--- src/include/upc_pkg.sv ---
// shared constants, types and state layout of the serial player command block
package upc_pkg;
	localparam int CLK_HZ = 40_000_000;
	localparam int BAUD = 115200;
	localparam int BAUD_DIV_I = (CLK_HZ + BAUD / 2) / BAUD;
	localparam logic [8:0] BAUD_DIV = 9'(BAUD_DIV_I);
	localparam logic [8:0] BAUD_HALF = 9'(BAUD_DIV_I / 2);
	localparam int MSG_BYTES = 20;
	localparam int LINE_BYTES = 13;
	localparam int PEND_W = 11;
	localparam logic [15:0] VOL_RESET = 16'h0040;
	localparam logic [15:0] VOL_MAX = 16'h00FF;
	localparam logic [7:0] SPEED_NORMAL = 8'h01;
	localparam logic [7:0] SPEED_MAX = 8'h04;
	localparam logic [7:0] CH_NL = 8'h0A;
	localparam logic [7:0] CH_F = 8'h66;
	localparam logic [7:0] CH_C = 8'h63;
	localparam logic [7:0] CH_CANCEL = 8'h43;
	localparam logic [7:0] CH_PLUS = 8'h2B;
	localparam logic [7:0] CH_MINUS = 8'h2D;
	localparam logic [7:0] CH_PAUSE = 8'h3D;
	localparam logic [7:0] CH_RESUME = 8'h3E;
	localparam logic [7:0] CH_FAST = 8'hBB;
	localparam logic [7:0] CH_NEXT = 8'h6E;
	localparam logic [7:0] CH_PREV = 8'h70;
	localparam logic [7:0] CH_INFO = 8'h3F;
	localparam logic [7:0] CH_LIST = 8'h4C;
	localparam logic [7:0] CH_NAME = 8'h50;
	localparam logic [7:0] CH_VOL = 8'h76;
	localparam logic [7:0] CH_D0 = 8'h30;
	localparam logic [7:0] CH_D9 = 8'h39;
	localparam logic [23:0] S_OFF = "OFF";
	localparam logic [23:0] S_FAT = "fat";
	localparam logic [39:0] S_NOFAT = "nofat";
	localparam logic [39:0] S_FILES = "files";
	localparam logic [31:0] S_PLAY = "play";
	localparam logic [31:0] S_DONE = "done";
	localparam logic [15:0] S_SD = "SD";
	localparam logic [23:0] S_NOSD = "!SD";
	localparam logic [23:0] S_SPI = "SPI";
	localparam logic [87:0] S_ATT = "USB Attach ";
	localparam logic [87:0] S_DET = "USB Detach ";
	// version text is arbitrary, not a real release number
	localparam logic [71:0] S_VER = "v9.99uart";
	localparam int P_VER = 0;
	localparam int P_FLASH = 1;
	localparam int P_FAT = 2;
	localparam int P_FILES = 3;
	localparam int P_SD = 4;
	localparam int P_NOSD = 5;
	localparam int P_ATT = 6;
	localparam int P_DET = 7;
	localparam int P_PLAY = 8;
	localparam int P_DONE = 9;
	localparam int P_REPLY = 10;
	localparam logic [PEND_W-1:0] PEND_BOOT = 11'h003;

	typedef enum logic [1:0] {
		UPC_RX_IDLE = 2'b00,
		UPC_RX_START = 2'b01,
		UPC_RX_DATA = 2'b10,
		UPC_RX_STOP = 2'b11
	} upc_rx_e;

	typedef struct packed {
		logic [1:0] rx_s, card_s, usb_s, pwr_s;
		logic card_prev, usb_prev, pwr_prev;
		upc_rx_e rx_st;
		logic [8:0] rx_cnt;
		logic [2:0] rx_bit;
		logic [7:0] rx_sh;
		logic tx_busy, tx_out;
		logic [8:0] tx_cnt;
		logic [3:0] tx_bit;
		logic [9:0] tx_sh;
		logic [MSG_BYTES*8-1:0] msg;
		logic [4:0] msg_len, msg_idx;
		logic msg_active;
		logic [PEND_W-1:0] pend;
		logic [7:0] reply;
		logic [LINE_BYTES-1:0][7:0] line;
		logic [3:0] line_len;
		logic line_ovf;
		logic file_mode, paused, source_card, mass_storage, usb_card;
		logic power_down;
		logic [15:0] volume;
		logic [7:0] speed;
		logic next_req, prev_req, cancel_req, list_req;
		logic play_idx_req, play_name_req;
		logic [15:0] play_idx;
		logic [87:0] play_name;
	} upc_state_s;
endpackage

--- src/rtl/upc_player_cmd.sv ---
// serial command interpreter and status reporter of the audio player
// Contract
// - serial link runs at 115200 bits per second, 8N1
// - after reset the block starts in continuous mode
// - card presence selects the card as file source
// - at start-up send the version string, then flash information
// - valid filesystem: send fat, four size bytes high first, newline
// - no valid filesystem: send nofat and newline
// - valid disk: send files, two-byte file count, newline
// - playback start: send play, two-byte number, 8.3 name, newline
// - file end: send done and newline; continuous mode advances
// - f selects file mode, c continuous, C cancels and answers c
// - plus and minus step volume, answered by two-byte volume
// - = pauses, > resumes normal speed, 0xBB speeds up, answered
// - n skips forward answered n, p goes back answered p
// - ? answers four-byte seconds then one-byte remaining indicator
// - file mode plays nothing itself and parses newline-ended lines
// - OFF powers down; power button pulse wakes the block
// - file mode c returns to continuous, L lists files
// - P plus name plays by name, p by index, v sets volume
// - card insertion sends SD and newline, filesystem report follows
// - card removal sends !SD and newline, back to flash
// - USB attach and detach send matching messages naming the source
// - mode and volume survive changes of file source
`timescale 1ns/1ps
module upc_player_cmd (
	input wire logic ref_clk,
	input wire logic srst,
	input wire logic uart_rx,
	input wire logic card_present,
	input wire logic usb_attached,
	input wire logic power_button_line,
	input wire logic [23:0] flash_info,
	input wire logic fs_report,
	input wire logic fat_valid,
	input wire logic [31:0] fat_size,
	input wire logic [15:0] file_count,
	input wire logic play_started,
	input wire logic [15:0] file_num,
	input wire logic [87:0] file_name,
	input wire logic play_done,
	input wire logic [31:0] play_seconds,
	input wire logic [7:0] file_left,
	output logic uart_tx,
	output logic file_mode,
	output logic paused,
	output logic [7:0] speed,
	output logic [15:0] volume,
	output logic source_card,
	output logic mass_storage,
	output logic power_down,
	output logic next_req,
	output logic prev_req,
	output logic cancel_req,
	output logic list_req,
	output logic play_idx_req,
	output logic [15:0] play_idx,
	output logic play_name_req,
	output logic [87:0] play_name
);
	upc_pkg::upc_state_s r_reg, r_next;

	function automatic logic [159:0] left(input logic [159:0] v,
		input int nbytes);
		return v << (8 * (upc_pkg::MSG_BYTES - nbytes));
	endfunction

	function automatic logic is_digit(input logic [7:0] b);
		return b >= upc_pkg::CH_D0 && b <= upc_pkg::CH_D9;
	endfunction

	// decimal argument after the command letter; false when not numeric
	function automatic logic dec_ok(
		input logic [upc_pkg::LINE_BYTES-1:0][7:0] ln,
		input logic [3:0] len);
		logic ok;
		ok = len > 4'h1;
		for (int i = 1; i < upc_pkg::LINE_BYTES; i++) begin
			if (i < len && !is_digit(ln[i]))
				ok = 1'b0;
		end
		return ok;
	endfunction

	function automatic logic [15:0] dec_val(
		input logic [upc_pkg::LINE_BYTES-1:0][7:0] ln,
		input logic [3:0] len);
		logic [15:0] v;
		v = 16'h0000;
		for (int i = 1; i < upc_pkg::LINE_BYTES; i++) begin
			if (i < len)
				v = 16'(v * 16'h000A) + {8'h00, ln[i] - upc_pkg::CH_D0};
		end
		return v;
	endfunction

	always_comb begin
		logic rx_done;
		logic [7:0] b;
		logic [3:0] ll;
		int sel;
		logic rep_pend;
		rx_done = 1'b0;
		b = r_reg.rx_sh;
		ll = r_reg.line_len;
		sel = upc_pkg::PEND_W;
		rep_pend = 1'b0;
		r_next = r_reg;
		r_next.next_req = 1'b0;
		r_next.prev_req = 1'b0;
		r_next.cancel_req = 1'b0;
		r_next.list_req = 1'b0;
		r_next.play_idx_req = 1'b0;
		r_next.play_name_req = 1'b0;
		r_next.rx_s = {r_reg.rx_s[0], uart_rx};
		r_next.card_s = {r_reg.card_s[0], card_present};
		r_next.usb_s = {r_reg.usb_s[0], usb_attached};
		r_next.pwr_s = {r_reg.pwr_s[0], power_button_line};
		r_next.card_prev = r_reg.card_s[1];
		r_next.usb_prev = r_reg.usb_s[1];
		r_next.pwr_prev = r_reg.pwr_s[1];

		// receiver: centre of start bit, then one full bit per sample
		r_next.rx_cnt = r_reg.rx_cnt + 9'h001;
		case (r_reg.rx_st)
			upc_pkg::UPC_RX_IDLE: begin
				r_next.rx_cnt = 9'h000;
				if (!r_reg.rx_s[1])
					r_next.rx_st = upc_pkg::UPC_RX_START;
			end
			upc_pkg::UPC_RX_START: begin
				if (r_reg.rx_cnt == upc_pkg::BAUD_HALF - 9'h001) begin
					r_next.rx_cnt = 9'h000;
					r_next.rx_bit = 3'h0;
					r_next.rx_st = r_reg.rx_s[1] ? upc_pkg::UPC_RX_IDLE :
						upc_pkg::UPC_RX_DATA;
				end
			end
			upc_pkg::UPC_RX_DATA: begin
				if (r_reg.rx_cnt == upc_pkg::BAUD_DIV - 9'h001) begin
					r_next.rx_cnt = 9'h000;
					r_next.rx_sh = {r_reg.rx_s[1], r_reg.rx_sh[7:1]};
					r_next.rx_bit = r_reg.rx_bit + 3'h1;
					if (r_reg.rx_bit == 3'h7)
						r_next.rx_st = upc_pkg::UPC_RX_STOP;
				end
			end
			upc_pkg::UPC_RX_STOP: begin
				if (r_reg.rx_cnt == upc_pkg::BAUD_DIV - 9'h001) begin
					// a framing error drops the byte
					rx_done = r_reg.rx_s[1];
					r_next.rx_st = upc_pkg::UPC_RX_IDLE;
				end
			end
			default: r_next.rx_st = upc_pkg::UPC_RX_IDLE;
		endcase

		// transmitter: start, eight data bits lsb first, stop
		if (r_reg.tx_busy) begin
			r_next.tx_cnt = r_reg.tx_cnt + 9'h001;
			if (r_reg.tx_cnt == upc_pkg::BAUD_DIV - 9'h001) begin
				r_next.tx_cnt = 9'h000;
				r_next.tx_sh = {1'b1, r_reg.tx_sh[9:1]};
				r_next.tx_out = r_reg.tx_sh[1];
				r_next.tx_bit = r_reg.tx_bit - 4'h1;
				if (r_reg.tx_bit == 4'h1)
					r_next.tx_busy = 1'b0;
			end
		end else if (r_reg.msg_active) begin
			r_next.tx_sh = {1'b1, r_reg.msg[159 - 8 * r_reg.msg_idx -: 8],
				1'b0};
			r_next.tx_out = 1'b0;
			r_next.tx_busy = 1'b1;
			r_next.tx_bit = 4'hA;
			r_next.tx_cnt = 9'h000;
			r_next.msg_idx = r_reg.msg_idx + 5'h01;
			if (r_reg.msg_idx == r_reg.msg_len - 5'h01)
				r_next.msg_active = 1'b0;
		end

		// message builder; lowest pending index goes first
		for (int i = upc_pkg::PEND_W - 1; i >= 0; i--) begin
			if (r_reg.pend[i])
				sel = i;
		end
		if (!r_reg.msg_active && sel < upc_pkg::PEND_W) begin
			r_next.pend[sel] = 1'b0;
			r_next.msg_active = 1'b1;
			r_next.msg_idx = 5'h00;
			case (sel)
				upc_pkg::P_VER: begin
					r_next.msg = left(160'(upc_pkg::S_VER), 9);
					r_next.msg_len = 5'd9;
				end
				upc_pkg::P_FLASH: begin
					r_next.msg = left(160'({flash_info, upc_pkg::CH_NL}), 4);
					r_next.msg_len = 5'd4;
				end
				upc_pkg::P_FAT: begin
					if (fat_valid) begin
						r_next.msg = left(160'({upc_pkg::S_FAT, fat_size,
							upc_pkg::CH_NL}), 8);
						r_next.msg_len = 5'd8;
					end else begin
						r_next.msg = left(160'({upc_pkg::S_NOFAT,
							upc_pkg::CH_NL}), 6);
						r_next.msg_len = 5'd6;
					end
				end
				upc_pkg::P_FILES: begin
					r_next.msg = left(160'({upc_pkg::S_FILES, file_count,
						upc_pkg::CH_NL}), 8);
					r_next.msg_len = 5'd8;
				end
				upc_pkg::P_SD: begin
					r_next.msg = left(160'({upc_pkg::S_SD, upc_pkg::CH_NL}), 3);
					r_next.msg_len = 5'd3;
				end
				upc_pkg::P_NOSD: begin
					r_next.msg = left(160'({upc_pkg::S_NOSD, upc_pkg::CH_NL}), 4);
					r_next.msg_len = 5'd4;
				end
				upc_pkg::P_ATT, upc_pkg::P_DET: begin
					r_next.msg_len = r_reg.usb_card ? 5'd14 : 5'd15;
					r_next.msg = r_reg.usb_card ?
						left(160'({sel == upc_pkg::P_ATT ? upc_pkg::S_ATT :
						upc_pkg::S_DET, upc_pkg::S_SD, upc_pkg::CH_NL}), 14) :
						left(160'({sel == upc_pkg::P_ATT ? upc_pkg::S_ATT :
						upc_pkg::S_DET, upc_pkg::S_SPI, upc_pkg::CH_NL}), 15);
				end
				upc_pkg::P_PLAY: begin
					r_next.msg = left({16'h0000, upc_pkg::S_PLAY, file_num,
						file_name, upc_pkg::CH_NL}, 18);
					r_next.msg_len = 5'd18;
				end
				upc_pkg::P_DONE: begin
					r_next.msg = left(160'({upc_pkg::S_DONE, upc_pkg::CH_NL}), 5);
					r_next.msg_len = 5'd5;
				end
				default: begin
					r_next.msg = left(160'(r_reg.reply), 1);
					r_next.msg_len = 5'd1;
					case (r_reg.reply)
						upc_pkg::CH_CANCEL:
							r_next.msg = left(160'(upc_pkg::CH_C), 1);
						upc_pkg::CH_PLUS, upc_pkg::CH_MINUS: begin
							r_next.msg = left(160'(r_reg.volume), 2);
							r_next.msg_len = 5'd2;
						end
						upc_pkg::CH_FAST:
							r_next.msg = left(160'(r_reg.speed), 1);
						upc_pkg::CH_INFO: begin
							r_next.msg = left(160'({play_seconds, file_left}), 5);
							r_next.msg_len = 5'd5;
						end
						default: ; // echo of =, >, n and p
					endcase
				end
			endcase
		end

		// events from the player datapath; set after clear so it wins
		if (fs_report) begin
			r_next.pend[upc_pkg::P_FAT] = 1'b1;
			if (fat_valid)
				r_next.pend[upc_pkg::P_FILES] = 1'b1;
		end
		if (play_started)
			r_next.pend[upc_pkg::P_PLAY] = 1'b1;
		if (play_done) begin
			r_next.pend[upc_pkg::P_DONE] = 1'b1;
			if (!r_reg.file_mode)
				r_next.next_req = 1'b1;
		end
		// source changes leave mode and volume alone
		if (r_reg.card_s[1] && !r_reg.card_prev && !r_reg.source_card) begin
			r_next.source_card = 1'b1;
			r_next.pend[upc_pkg::P_SD] = 1'b1;
		end
		if (!r_reg.card_s[1] && r_reg.card_prev && r_reg.source_card) begin
			r_next.source_card = 1'b0;
			r_next.pend[upc_pkg::P_NOSD] = 1'b1;
			if (r_reg.usb_card)
				r_next.mass_storage = 1'b0;
		end
		if (r_reg.usb_s[1] && !r_reg.usb_prev && !r_reg.mass_storage) begin
			r_next.mass_storage = 1'b1;
			r_next.usb_card = r_reg.source_card;
			r_next.pend[upc_pkg::P_ATT] = 1'b1;
		end
		if (!r_reg.usb_s[1] && r_reg.usb_prev && r_reg.mass_storage) begin
			r_next.mass_storage = 1'b0;
			r_next.pend[upc_pkg::P_DET] = 1'b1;
		end
		// wake only on a rising edge so a held button does not bounce us
		if (r_reg.pwr_s[1] && !r_reg.pwr_prev)
			r_next.power_down = 1'b0;
		// a byte without reply must not revive a reply built this cycle
		rep_pend = r_next.pend[upc_pkg::P_REPLY];

		if (rx_done && !r_reg.power_down && !r_reg.file_mode) begin
			r_next.reply = b;
			r_next.pend[upc_pkg::P_REPLY] = 1'b1;
			case (b)
				upc_pkg::CH_F: begin
					r_next.file_mode = 1'b1;
					r_next.pend[upc_pkg::P_REPLY] = rep_pend;
				end
				upc_pkg::CH_C: r_next.pend[upc_pkg::P_REPLY] = rep_pend;
				upc_pkg::CH_CANCEL: r_next.cancel_req = 1'b1;
				upc_pkg::CH_PLUS: begin
					if (r_reg.volume != upc_pkg::VOL_MAX)
						r_next.volume = r_reg.volume + 16'h0001;
				end
				upc_pkg::CH_MINUS: begin
					if (r_reg.volume != 16'h0000)
						r_next.volume = r_reg.volume - 16'h0001;
				end
				upc_pkg::CH_PAUSE: r_next.paused = 1'b1;
				upc_pkg::CH_RESUME: begin
					r_next.paused = 1'b0;
					r_next.speed = upc_pkg::SPEED_NORMAL;
				end
				upc_pkg::CH_FAST: begin
					if (r_reg.speed != upc_pkg::SPEED_MAX)
						r_next.speed = r_reg.speed + 8'h01;
				end
				upc_pkg::CH_NEXT: r_next.next_req = 1'b1;
				upc_pkg::CH_PREV: r_next.prev_req = 1'b1;
				upc_pkg::CH_INFO: ;
				default: r_next.pend[upc_pkg::P_REPLY] = rep_pend;
			endcase
			if (b != upc_pkg::CH_INFO &&
				b != upc_pkg::CH_PLUS &&
				b != upc_pkg::CH_MINUS && b != upc_pkg::CH_PAUSE &&
				b != upc_pkg::CH_RESUME && b != upc_pkg::CH_FAST &&
				b != upc_pkg::CH_NEXT && b != upc_pkg::CH_PREV &&
				b != upc_pkg::CH_CANCEL)
				r_next.reply = r_reg.reply;
		end else if (rx_done && !r_reg.power_down) begin
			// line assembly; an overlong line is dropped whole
			if (b == upc_pkg::CH_NL) begin
				r_next.line_len = 4'h0;
				r_next.line_ovf = 1'b0;
				if (!r_reg.line_ovf) begin
					if (ll == 4'h3 && {r_reg.line[0], r_reg.line[1],
						r_reg.line[2]} == upc_pkg::S_OFF)
						r_next.power_down = 1'b1;
					else if (ll == 4'h1 && r_reg.line[0] == upc_pkg::CH_C)
						r_next.file_mode = 1'b0;
					else if (ll == 4'h1 && r_reg.line[0] == upc_pkg::CH_LIST)
						r_next.list_req = 1'b1;
					else if (ll == 4'hC && r_reg.line[0] == upc_pkg::CH_NAME) begin
						r_next.play_name_req = 1'b1;
						for (int i = 1; i < 12; i++)
							r_next.play_name[8 * (11 - i) +: 8] = r_reg.line[i];
					end else if (r_reg.line[0] == upc_pkg::CH_PREV &&
						dec_ok(r_reg.line, ll)) begin
						r_next.play_idx_req = 1'b1;
						r_next.play_idx = dec_val(r_reg.line, ll);
					end else if (r_reg.line[0] == upc_pkg::CH_VOL &&
						dec_ok(r_reg.line, ll))
						r_next.volume = dec_val(r_reg.line, ll);
				end
			end else if (ll < 4'(upc_pkg::LINE_BYTES)) begin
				r_next.line[ll] = b;
				r_next.line_len = ll + 4'h1;
			end else
				r_next.line_ovf = 1'b1;
		end
	end

	always_ff @(posedge ref_clk) begin
		if (srst) begin
			r_reg <= '0;
			r_reg.rx_s <= 2'b11;
			r_reg.tx_out <= 1'b1;
			r_reg.file_mode <= 1'b0;
			r_reg.volume <= upc_pkg::VOL_RESET;
			r_reg.speed <= upc_pkg::SPEED_NORMAL;
			r_reg.pend <= upc_pkg::PEND_BOOT;
		end else begin
			r_reg <= r_next;
		end
	end

	assign uart_tx = r_reg.tx_out;
	assign file_mode = r_reg.file_mode;
	assign paused = r_reg.paused;
	assign speed = r_reg.speed;
	assign volume = r_reg.volume;
	assign source_card = r_reg.source_card;
	assign mass_storage = r_reg.mass_storage;
	assign power_down = r_reg.power_down;
	assign next_req = r_reg.next_req;
	assign prev_req = r_reg.prev_req;
	assign cancel_req = r_reg.cancel_req;
	assign list_req = r_reg.list_req;
	assign play_idx_req = r_reg.play_idx_req;
	assign play_idx = r_reg.play_idx;
	assign play_name_req = r_reg.play_name_req;
	assign play_name = r_reg.play_name;
endmodule

--- config.mk ---
export PLATFORM = sky130hd
export DESIGN_NAME = upc_player_cmd
export DESIGN_NICKNAME = d
export VERILOG_FILES = /design/src/include/upc_pkg.sv /design/src/rtl/upc_player_cmd.sv
export SDC_FILE = /design/constraint.sdc
export NUM_CORES = 2
export LEC_CHECK = 0
export ABC_AREA = 1
export BUFFER_PORTS_ARGS = -buffer_cell sky130_fd_sc_hd__buf_2
export CAP_MARGIN = 20
export CORE_ASPECT_RATIO = 0.6
export CORE_UTILIZATION = 35
export DETAILED_ROUTE_END_ITERATION = 7
export GPL_ROUTABILITY_DRIVEN = 0
export SLEW_MARGIN = 15
export SYNTH_ARGS = -nofsm -noshare
export SYNTH_HDL_FRONTEND = slang
export SYNTH_SLANG_ARGS = --single-unit
--- constraint.sdc ---
create_clock -name ref_clk -period 23.4 [get_ports ref_clk]
set_clock_uncertainty 0.05 [all_clocks]
set_input_delay 3.51 -clock ref_clk [delete_from_list [all_inputs] [get_ports ref_clk]]
set_output_delay 3.51 -clock ref_clk [all_outputs]
set_load 0.02 [all_outputs]
Word-level counts from Yosys, hierarchy flattened
Cells that the tools add are included.
{"block": "op_classes", "n_addsub": 45, "mul": 22, "order_cmp": 43, "n_eq_ne": 74, "shift": 1, "muxes": 354, "bitwise": 12, "reduce_logical": 121}
{"cell": "2-to-1 mux 16 bit", "count": 240}
{"cell": "case mux 165 bit (9 select lines)", "count": 1}
{"cell": "case mux 160 bit (4 select lines)", "count": 1}
{"cell": "adder 16 x 8 -> 16 bit", "count": 22}
{"cell": "multiplier 16 x 3 -> 15 bit, second input constant", "count": 22}
{"cell": "2-to-1 mux 32 bit", "count": 10}
{"cell": "variable part select 167 x 33 -> 8 bit", "count": 1}
{"cell": "2-to-1 mux 161 bit", "count": 1}
{"cell": "equality test 32 x 3 -> 1 bit, second input constant", "count": 4}
{"cell": "bitwise mux 104 bit", "count": 1}
{"cell": "equality test 32 x 4 -> 1 bit, second input constant", "count": 3}
{"cell": ">= comparator 8 x 6 -> 1 bit, second input constant", "count": 12}
{"cell": "less-or-equal comparator 8 x 6 -> 1 bit, second input constant", "count": 12}
{"cell": "subtractor 8 x 6 -> 8 bit, second input constant", "count": 12}
{"cell": "equality test 8 x 7 -> 1 bit, second input constant", "count": 10}
{"cell": "2-to-1 mux 25 bit", "count": 3}
{"cell": "2-to-1 mux 1 bit", "count": 68}
{"cell": "equality test 32 x 2 -> 1 bit, second input constant", "count": 2}
{"cell": "equality test 8 x 6 -> 1 bit, second input constant", "count": 8}
{"cell": "2-to-1 mux 61 bit", "count": 1}
{"cell": "logical AND 1 bit", "count": 52}
{"cell": "2-to-1 mux 17 bit", "count": 3}
{"cell": "2-to-1 mux 51 bit", "count": 1}
{"cell": "inequality test 8 x 6 -> 1 bit, second input constant", "count": 5}
{"cell": "other kinds (78)", "count": 177}
{"block": "word_totals", "reg_bits": 497, "input_bits": 226}

Longest topological paths before layout
{"block": "logic_depth", "ltp_word": 188, "depth_mapped": 97, "ltp_nobuf": 96}

Worst setup path after synthesis
Ideal clock, no wire load.
{"block": "synth_path", "path_type": "reg2reg", "start": "register r_reg[143] (netlist bit)", "end": "register, netlist name volume[15]", "arrival_time_ps": 15133, "required_time_ps": 23231, "setup_slack_ps": 8098, "stages_incl_launch_ff": 93, "synth_period_minus_slack_ps": 15302, "path_cell_list": "dfxtp_1 > buf_6 > nor2_8 > nand2_4 > inv_4 > nor2_1 > ha_1 > ha_1 > xor2_1 > o21ai_2 > ha_1 > ha_1 > ha_1 > nand2_1 > nand2_1 > o21ai_1 > ha_1 > inv_1 > [... 57 more ...] > ha_1 > ha_1 > xor2_1 > nor2_1 > nor2_1 > nand2_1 > nand2_1 > ha_1 > ha_1 > xor2_1 > nor2_1 > inv_1 > nand3_1 > nand2_1 > nand3_1 > nand3_1 > nand3_1 > a21oi_1"}
{"block": "synth_between", "elab_chain_cells": 155, "word_cells_on_any_way": 224, "cone_classes": "add/sub: 11; mul: 11; order compare: 13; eq/ne: 8; mux: 161; reduce/logical: 20"}
{"element": "start, declared", "line": "upc_player_cmd.sv:61", "rtl": "upc_pkg::upc_state_s r_reg, r_next;"}
{"element": "start signal, assigned", "line": "upc_player_cmd.sv:383", "rtl": "r_reg <= r_next;"}
{"element": "< comparator 1 x 4 -> 1 bit", "line": "upc_player_cmd.sv:79, upc_player_cmd.sv:91"}
{"element": "2-to-1 mux 8 bit", "line": "upc_player_cmd.sv:91", "rtl": "if (i < len)"}
{"element": "2-to-1 mux 16 bit", "line": "upc_player_cmd.sv:361", "rtl": "end else if (r_reg.line[0] == upc_pkg::CH_VOL &&"}
{"element": "2-to-1 mux 16 bit", "line": "upc_player_cmd.sv:357", "rtl": "end else if (r_reg.line[0] == upc_pkg::CH_PREV &&"}
{"element": "2-to-1 mux 16 bit", "line": "upc_player_cmd.sv:353", "rtl": "else if (ll == 4'hC && r_reg.line[0] == upc_pkg::CH_NAME) begin"}
{"element": "2-to-1 mux 16 bit", "line": "upc_player_cmd.sv:351", "rtl": "else if (ll == 4'h1 && r_reg.line[0] == upc_pkg::CH_LIST)"}
{"element": "2-to-1 mux 16 bit", "line": "upc_player_cmd.sv:349", "rtl": "else if (ll == 4'h1 && r_reg.line[0] == upc_pkg::CH_C)"}
{"element": "2-to-1 mux 16 bit", "line": "upc_player_cmd.sv:346", "rtl": "if (ll == 4'h3 && {r_reg.line[0], r_reg.line[1],"}
{"element": "[... 139 more ...]"}
{"element": "2-to-1 mux 16 bit", "line": "upc_player_cmd.sv:353"}
{"element": "2-to-1 mux 16 bit", "line": "upc_player_cmd.sv:351"}
{"element": "2-to-1 mux 16 bit", "line": "upc_player_cmd.sv:349"}
{"element": "2-to-1 mux 16 bit", "line": "upc_player_cmd.sv:346"}
{"element": "2-to-1 mux 17 bit", "line": "upc_player_cmd.sv:345", "rtl": "if (!r_reg.line_ovf) begin"}
{"element": "2-to-1 mux 17 bit", "line": "upc_player_cmd.sv:342", "rtl": "if (b == upc_pkg::CH_NL) begin"}
{"element": "2-to-1 mux 17 bit", "line": "upc_player_cmd.sv:340", "rtl": "end else if (rx_done && !r_reg.power_down) begin"}
{"element": "2-to-1 mux 16 bit", "line": "upc_player_cmd.sv:301", "rtl": "if (rx_done && !r_reg.power_down && !r_reg.file_mode) begin"}
Parallel ways exist; a longest one is shown, timed or not. The select of a mux whose other input is x is not followed.
A chain may end at the register's enable or synchronous reset.

Worst setup path in the final report
{"block": "layout_path", "start": "register r_reg[143] (netlist bit)", "end": "register, netlist name volume[15]"}
{"block": "layout_between", "elab_chain_cells": 155, "word_cells_on_any_way": 224, "cone_classes": "add/sub: 11; mul: 11; order compare: 13; eq/ne: 8; mux: 161; reduce/logical: 20"}
{"element": "< comparator 1 x 4 -> 1 bit", "line": "upc_player_cmd.sv:79, upc_player_cmd.sv:91"}
{"element": "2-to-1 mux 8 bit", "line": "upc_player_cmd.sv:91"}
{"element": "2-to-1 mux 16 bit", "line": "upc_player_cmd.sv:361"}
{"element": "2-to-1 mux 16 bit", "line": "upc_player_cmd.sv:357"}
{"element": "2-to-1 mux 16 bit", "line": "upc_player_cmd.sv:353"}
{"element": "2-to-1 mux 16 bit", "line": "upc_player_cmd.sv:351"}
{"element": "2-to-1 mux 16 bit", "line": "upc_player_cmd.sv:349"}
{"element": "2-to-1 mux 16 bit", "line": "upc_player_cmd.sv:346"}
{"element": "[... 139 more ...]"}
{"element": "2-to-1 mux 16 bit", "line": "upc_player_cmd.sv:353"}
{"element": "2-to-1 mux 16 bit", "line": "upc_player_cmd.sv:351"}
{"element": "2-to-1 mux 16 bit", "line": "upc_player_cmd.sv:349"}
{"element": "2-to-1 mux 16 bit", "line": "upc_player_cmd.sv:346"}
{"element": "2-to-1 mux 17 bit", "line": "upc_player_cmd.sv:345"}
{"element": "2-to-1 mux 17 bit", "line": "upc_player_cmd.sv:342"}
{"element": "2-to-1 mux 17 bit", "line": "upc_player_cmd.sv:340"}
{"element": "2-to-1 mux 16 bit", "line": "upc_player_cmd.sv:301"}
Parallel ways exist; a longest one is shown, timed or not. The select of a mux whose other input is x is not followed.

==> results.toml <==
[routing]
ant_nets = 0
initialDrtViolationCount = 3945
via_per_inst = 5.30
drc = 0
vias = 38300
first_pass_iters = 7
wirelength_mm = 134
wl_per_cell_microns = 18.5

[timing]
worstMarginPinSlew_ns = 1.15
hold_viol_final = 0
max_freq_mhz = 57.5
fin_crit_sh_pct = 74.3
slew_headroom_pct = 23.5
setup_ws_ns = 6.00
tns_ns = 0
finalMaxSlewViolations = 0
setup_viol = 0
period_needed_ns = 17.40
whs_ns = 0.352
rsz0062_at_grt = "no"

[clock_tree]
cts_root_buffer = "clkbuf_16"
post_cts_buffers = 0
clkTransAtPathRegs_ns = 0.06
clock_latency_ns = 0.64
cts_buffer_depth = 3
htreeDepth = 2
cts_resized = 0
hold_buffers = 0
cts_tree = "done"
clock-sinks = 472
cts_inserted_buffers = 52

[placement]
dp_hpwl_mm = 104
detailedPlace.worstSlack_ns = 6.24
dp_cells = 7122
port-buffer-count = 365

[setup_path]
path_max_fanout = 24
arrival_ns = 17.85
critPathSlowestCell = "fa_1"
cp_slowest_stage_delay_ns = 0.53
cp-start-kind = "register"
critPathKind = "register to register"
path_common_cell = "ha_1"
required_ns = 23.86
worstSetupEndpointType = "register"

[global_routing]
grt_max_degree = 112
track_usage_pct = 23.6
antenna_found_initial = 9
grt-ovfl-total = 0
grt_pass1_vias = 34000
grt_pass1_wl_mm = 202

[floorplanning]
chipHeight_microns = 256
die_area_sq_um = 109000
core_sq_um = 106000
start_util_pct = 35.5
fp.dieW_microns = 425
fp-row-count = 92
ios = 366

[finish]
largest_register_ffs = 325
fin_cells = 7225
nets = 6384
syn_to_final_growth_pct = 10.6
nFillCells = 11200
drive_above_1_share_pct = 11.0

[pwr]
cellPowerDensity_nw_per_um2 = 44.9
p_leak_uw = 0.0197
vdd.ir_drop.worst_uv = 49.1
finalPower_uw = 1870

[logic_synthesis]
netlist_area_sq_um = 37600
synthesis.nets = 6250
synth_area_leaders = "dfxtp_1, ha_1, nand2_1"
synth_ff_type = "dfxtp_1"
synth-edff-count = 0
synth_seq_area_share_pct = 25.1
async_flop_share_pct = 0
ys_types = 78
netlist.top_cell.by_area = "dfxtp_1"
ys_warn_count = 0
ys_ff_latch = 472
yosys.area.top_type_share_pct = 25.1
postSynthCellCount = 5632
syn_avg_cell_area_sq_um = 6.68

[flow_run]
maxCapViolCount = 0

[min_path]
hold_path.class = "register to register"

[outcome]
status = "complete, no violations"
## power breakdown
part	switching [uW]	internal [uW]	total, uW	leakage (uW)
Combinational	96.1	45.7	142	0.0150
Clock	379	515	894	0.000877
Sequential	11.0	820	831	0.00382
## cell type report
cell class / count / area, sq um / share of cell area [%]
tap: 1410 / 1760 / 4.24
antenna: 8 / 20.0 / 0.0481
clock inverter: 25 / 352 / 0.846
inverter: 839 / 3170 / 7.61
multi-input combinational: 3989 / 23200 / 55.8
sequential: 472 / 9450 / 22.7
timing repair buffer: 412 / 2190 / 5.26
clock buffer: 70 / 1450 / 3.49
## through the flow
step,util (%),cell area [sq um]
floorplan,-,37600
global placement,37.6,39800
detailed placement,37.6,39800
CTS,39.3,41600
global route,39.3,41600
finish,39.3,41600
## cells in the final DEF (no fill, tap or decap), types with 9 or more instances in the layout
cell type | netlist | final
or2_2 | 24 | 24
buf_4 | 136 | 47
clkinv_2 | 1 | 10
xor2_1 | 101 | 101
o21ai_2 | 45 | 45
o21a_1 | 20 | 20
xnor2_1 | 46 | 46
nor2_1 | 339 | 333
a211oi_1 | 30 | 30
nand2_2 | 25 | 25
nor3_1 | 54 | 54
a31oi_1 | 53 | 53
inv_1 | 812 | 811
nand2_1 | 1073 | 1072
clkbuf_16 | 0 | 53
a32oi_1 | 11 | 11
inv_2 | 15 | 15
nand3b_1 | 15 | 15
o21ai_0 | 472 | 472
and2_1 | 9 | 9
o21bai_1 | 27 | 27
nand4_1 | 64 | 64
dfxtp_1 | 472 | 470
nand3_1 | 419 | 419
a221oi_1 | 15 | 15
o211ai_1 | 37 | 37
nor2_2 | 3 | 9
nor4_1 | 22 | 21
buf_2 | 18 | 364
o21ai_1 | 14 | 14
a21oi_1 | 553 | 553
ha_1 | 369 | 369
fa_1 | 23 | 23
a22oi_1 | 17 | 17
clkbuf_1 | 155 | 11
o2111ai_1 | 11 | 11
o31ai_1 | 11 | 11
## worst paths after layout
path / to / start / slack [ns] / cells past startpoint
worst min register to register: r_reg[496] / r_next[496] / 0.35 / 1
worst max register to register: volume[15] / r_reg[143] / 6.00 / 91
worst max-delay path: volume[15] / r_reg[143] / 6.00 / 91
worst min-delay path: r_reg[496] / r_next[496] / 0.35 / 1
## layer usage
| layer | global-route usage (%) | routed length [microns] |
|---|---|---|
| met3 | 5.63 | 13100 |
| met4 | 6.46 | 3730 |
| met1 | 36.5 | 65900 |
| met2 | 31.6 | 51100 |
| met5 | 0 | 80 |
## cells in the mapped netlist (9+ instances only)
library cell / number
o2111ai_1: 11
nand3b_1: 15
nor3_1: 54
inv_1: 812
ha_1: 369
fa_1: 23
nand3_1: 419
o31ai_1: 11
xnor2_1: 46
nand2_1: 1073
inv_2: 15
o21ai_0: 472
buf_2: 18
o21a_1: 20
a31oi_1: 53
clkbuf_1: 155
o211ai_1: 37
a211oi_1: 30
o21ai_2: 45
nand4_1: 64
xor2_1: 101
buf_1: 16
nor2_1: 339
dfxtp_1: 472
a221oi_1: 15
nor4_1: 22
a32oi_1: 11
and2_1: 9
buf_4: 136
o21ai_1: 14
or2_2: 24
a22oi_1: 17
a21oi_1: 553
o21bai_1: 27
nand2_2: 25
## worst max-delay path, delay by kind of cell (launching register included)
family / cells / cell delay (ns)
flip-flops: 1 / 0.48
XOR/XNOR: 9 / 1.71
AO/OA/AOI/OAI: 10 / 1.90
buffers and inverters: 12 / 0.87
AND/OR/NAND/NOR: 34 / 3.99
adder cells (fa/ha/maj): 26 / 8.25
## kinds of logic (layout without fill, tap and decap cells)
group,count (synthesis),in the layout,synth area share (%)
fa+ha+maj,392,392,13.5
xor+xnor,147,147,3.42
flops,472,472,25.1
mux,1,1,0.0266
buf+inv,1171,1346,13.3
other cells,1,9,0.00997
compound gates,1377,1377,20.9
simple gates,2071,2071,23.7
No activity file was read; power rests on OpenSTA's default activity.
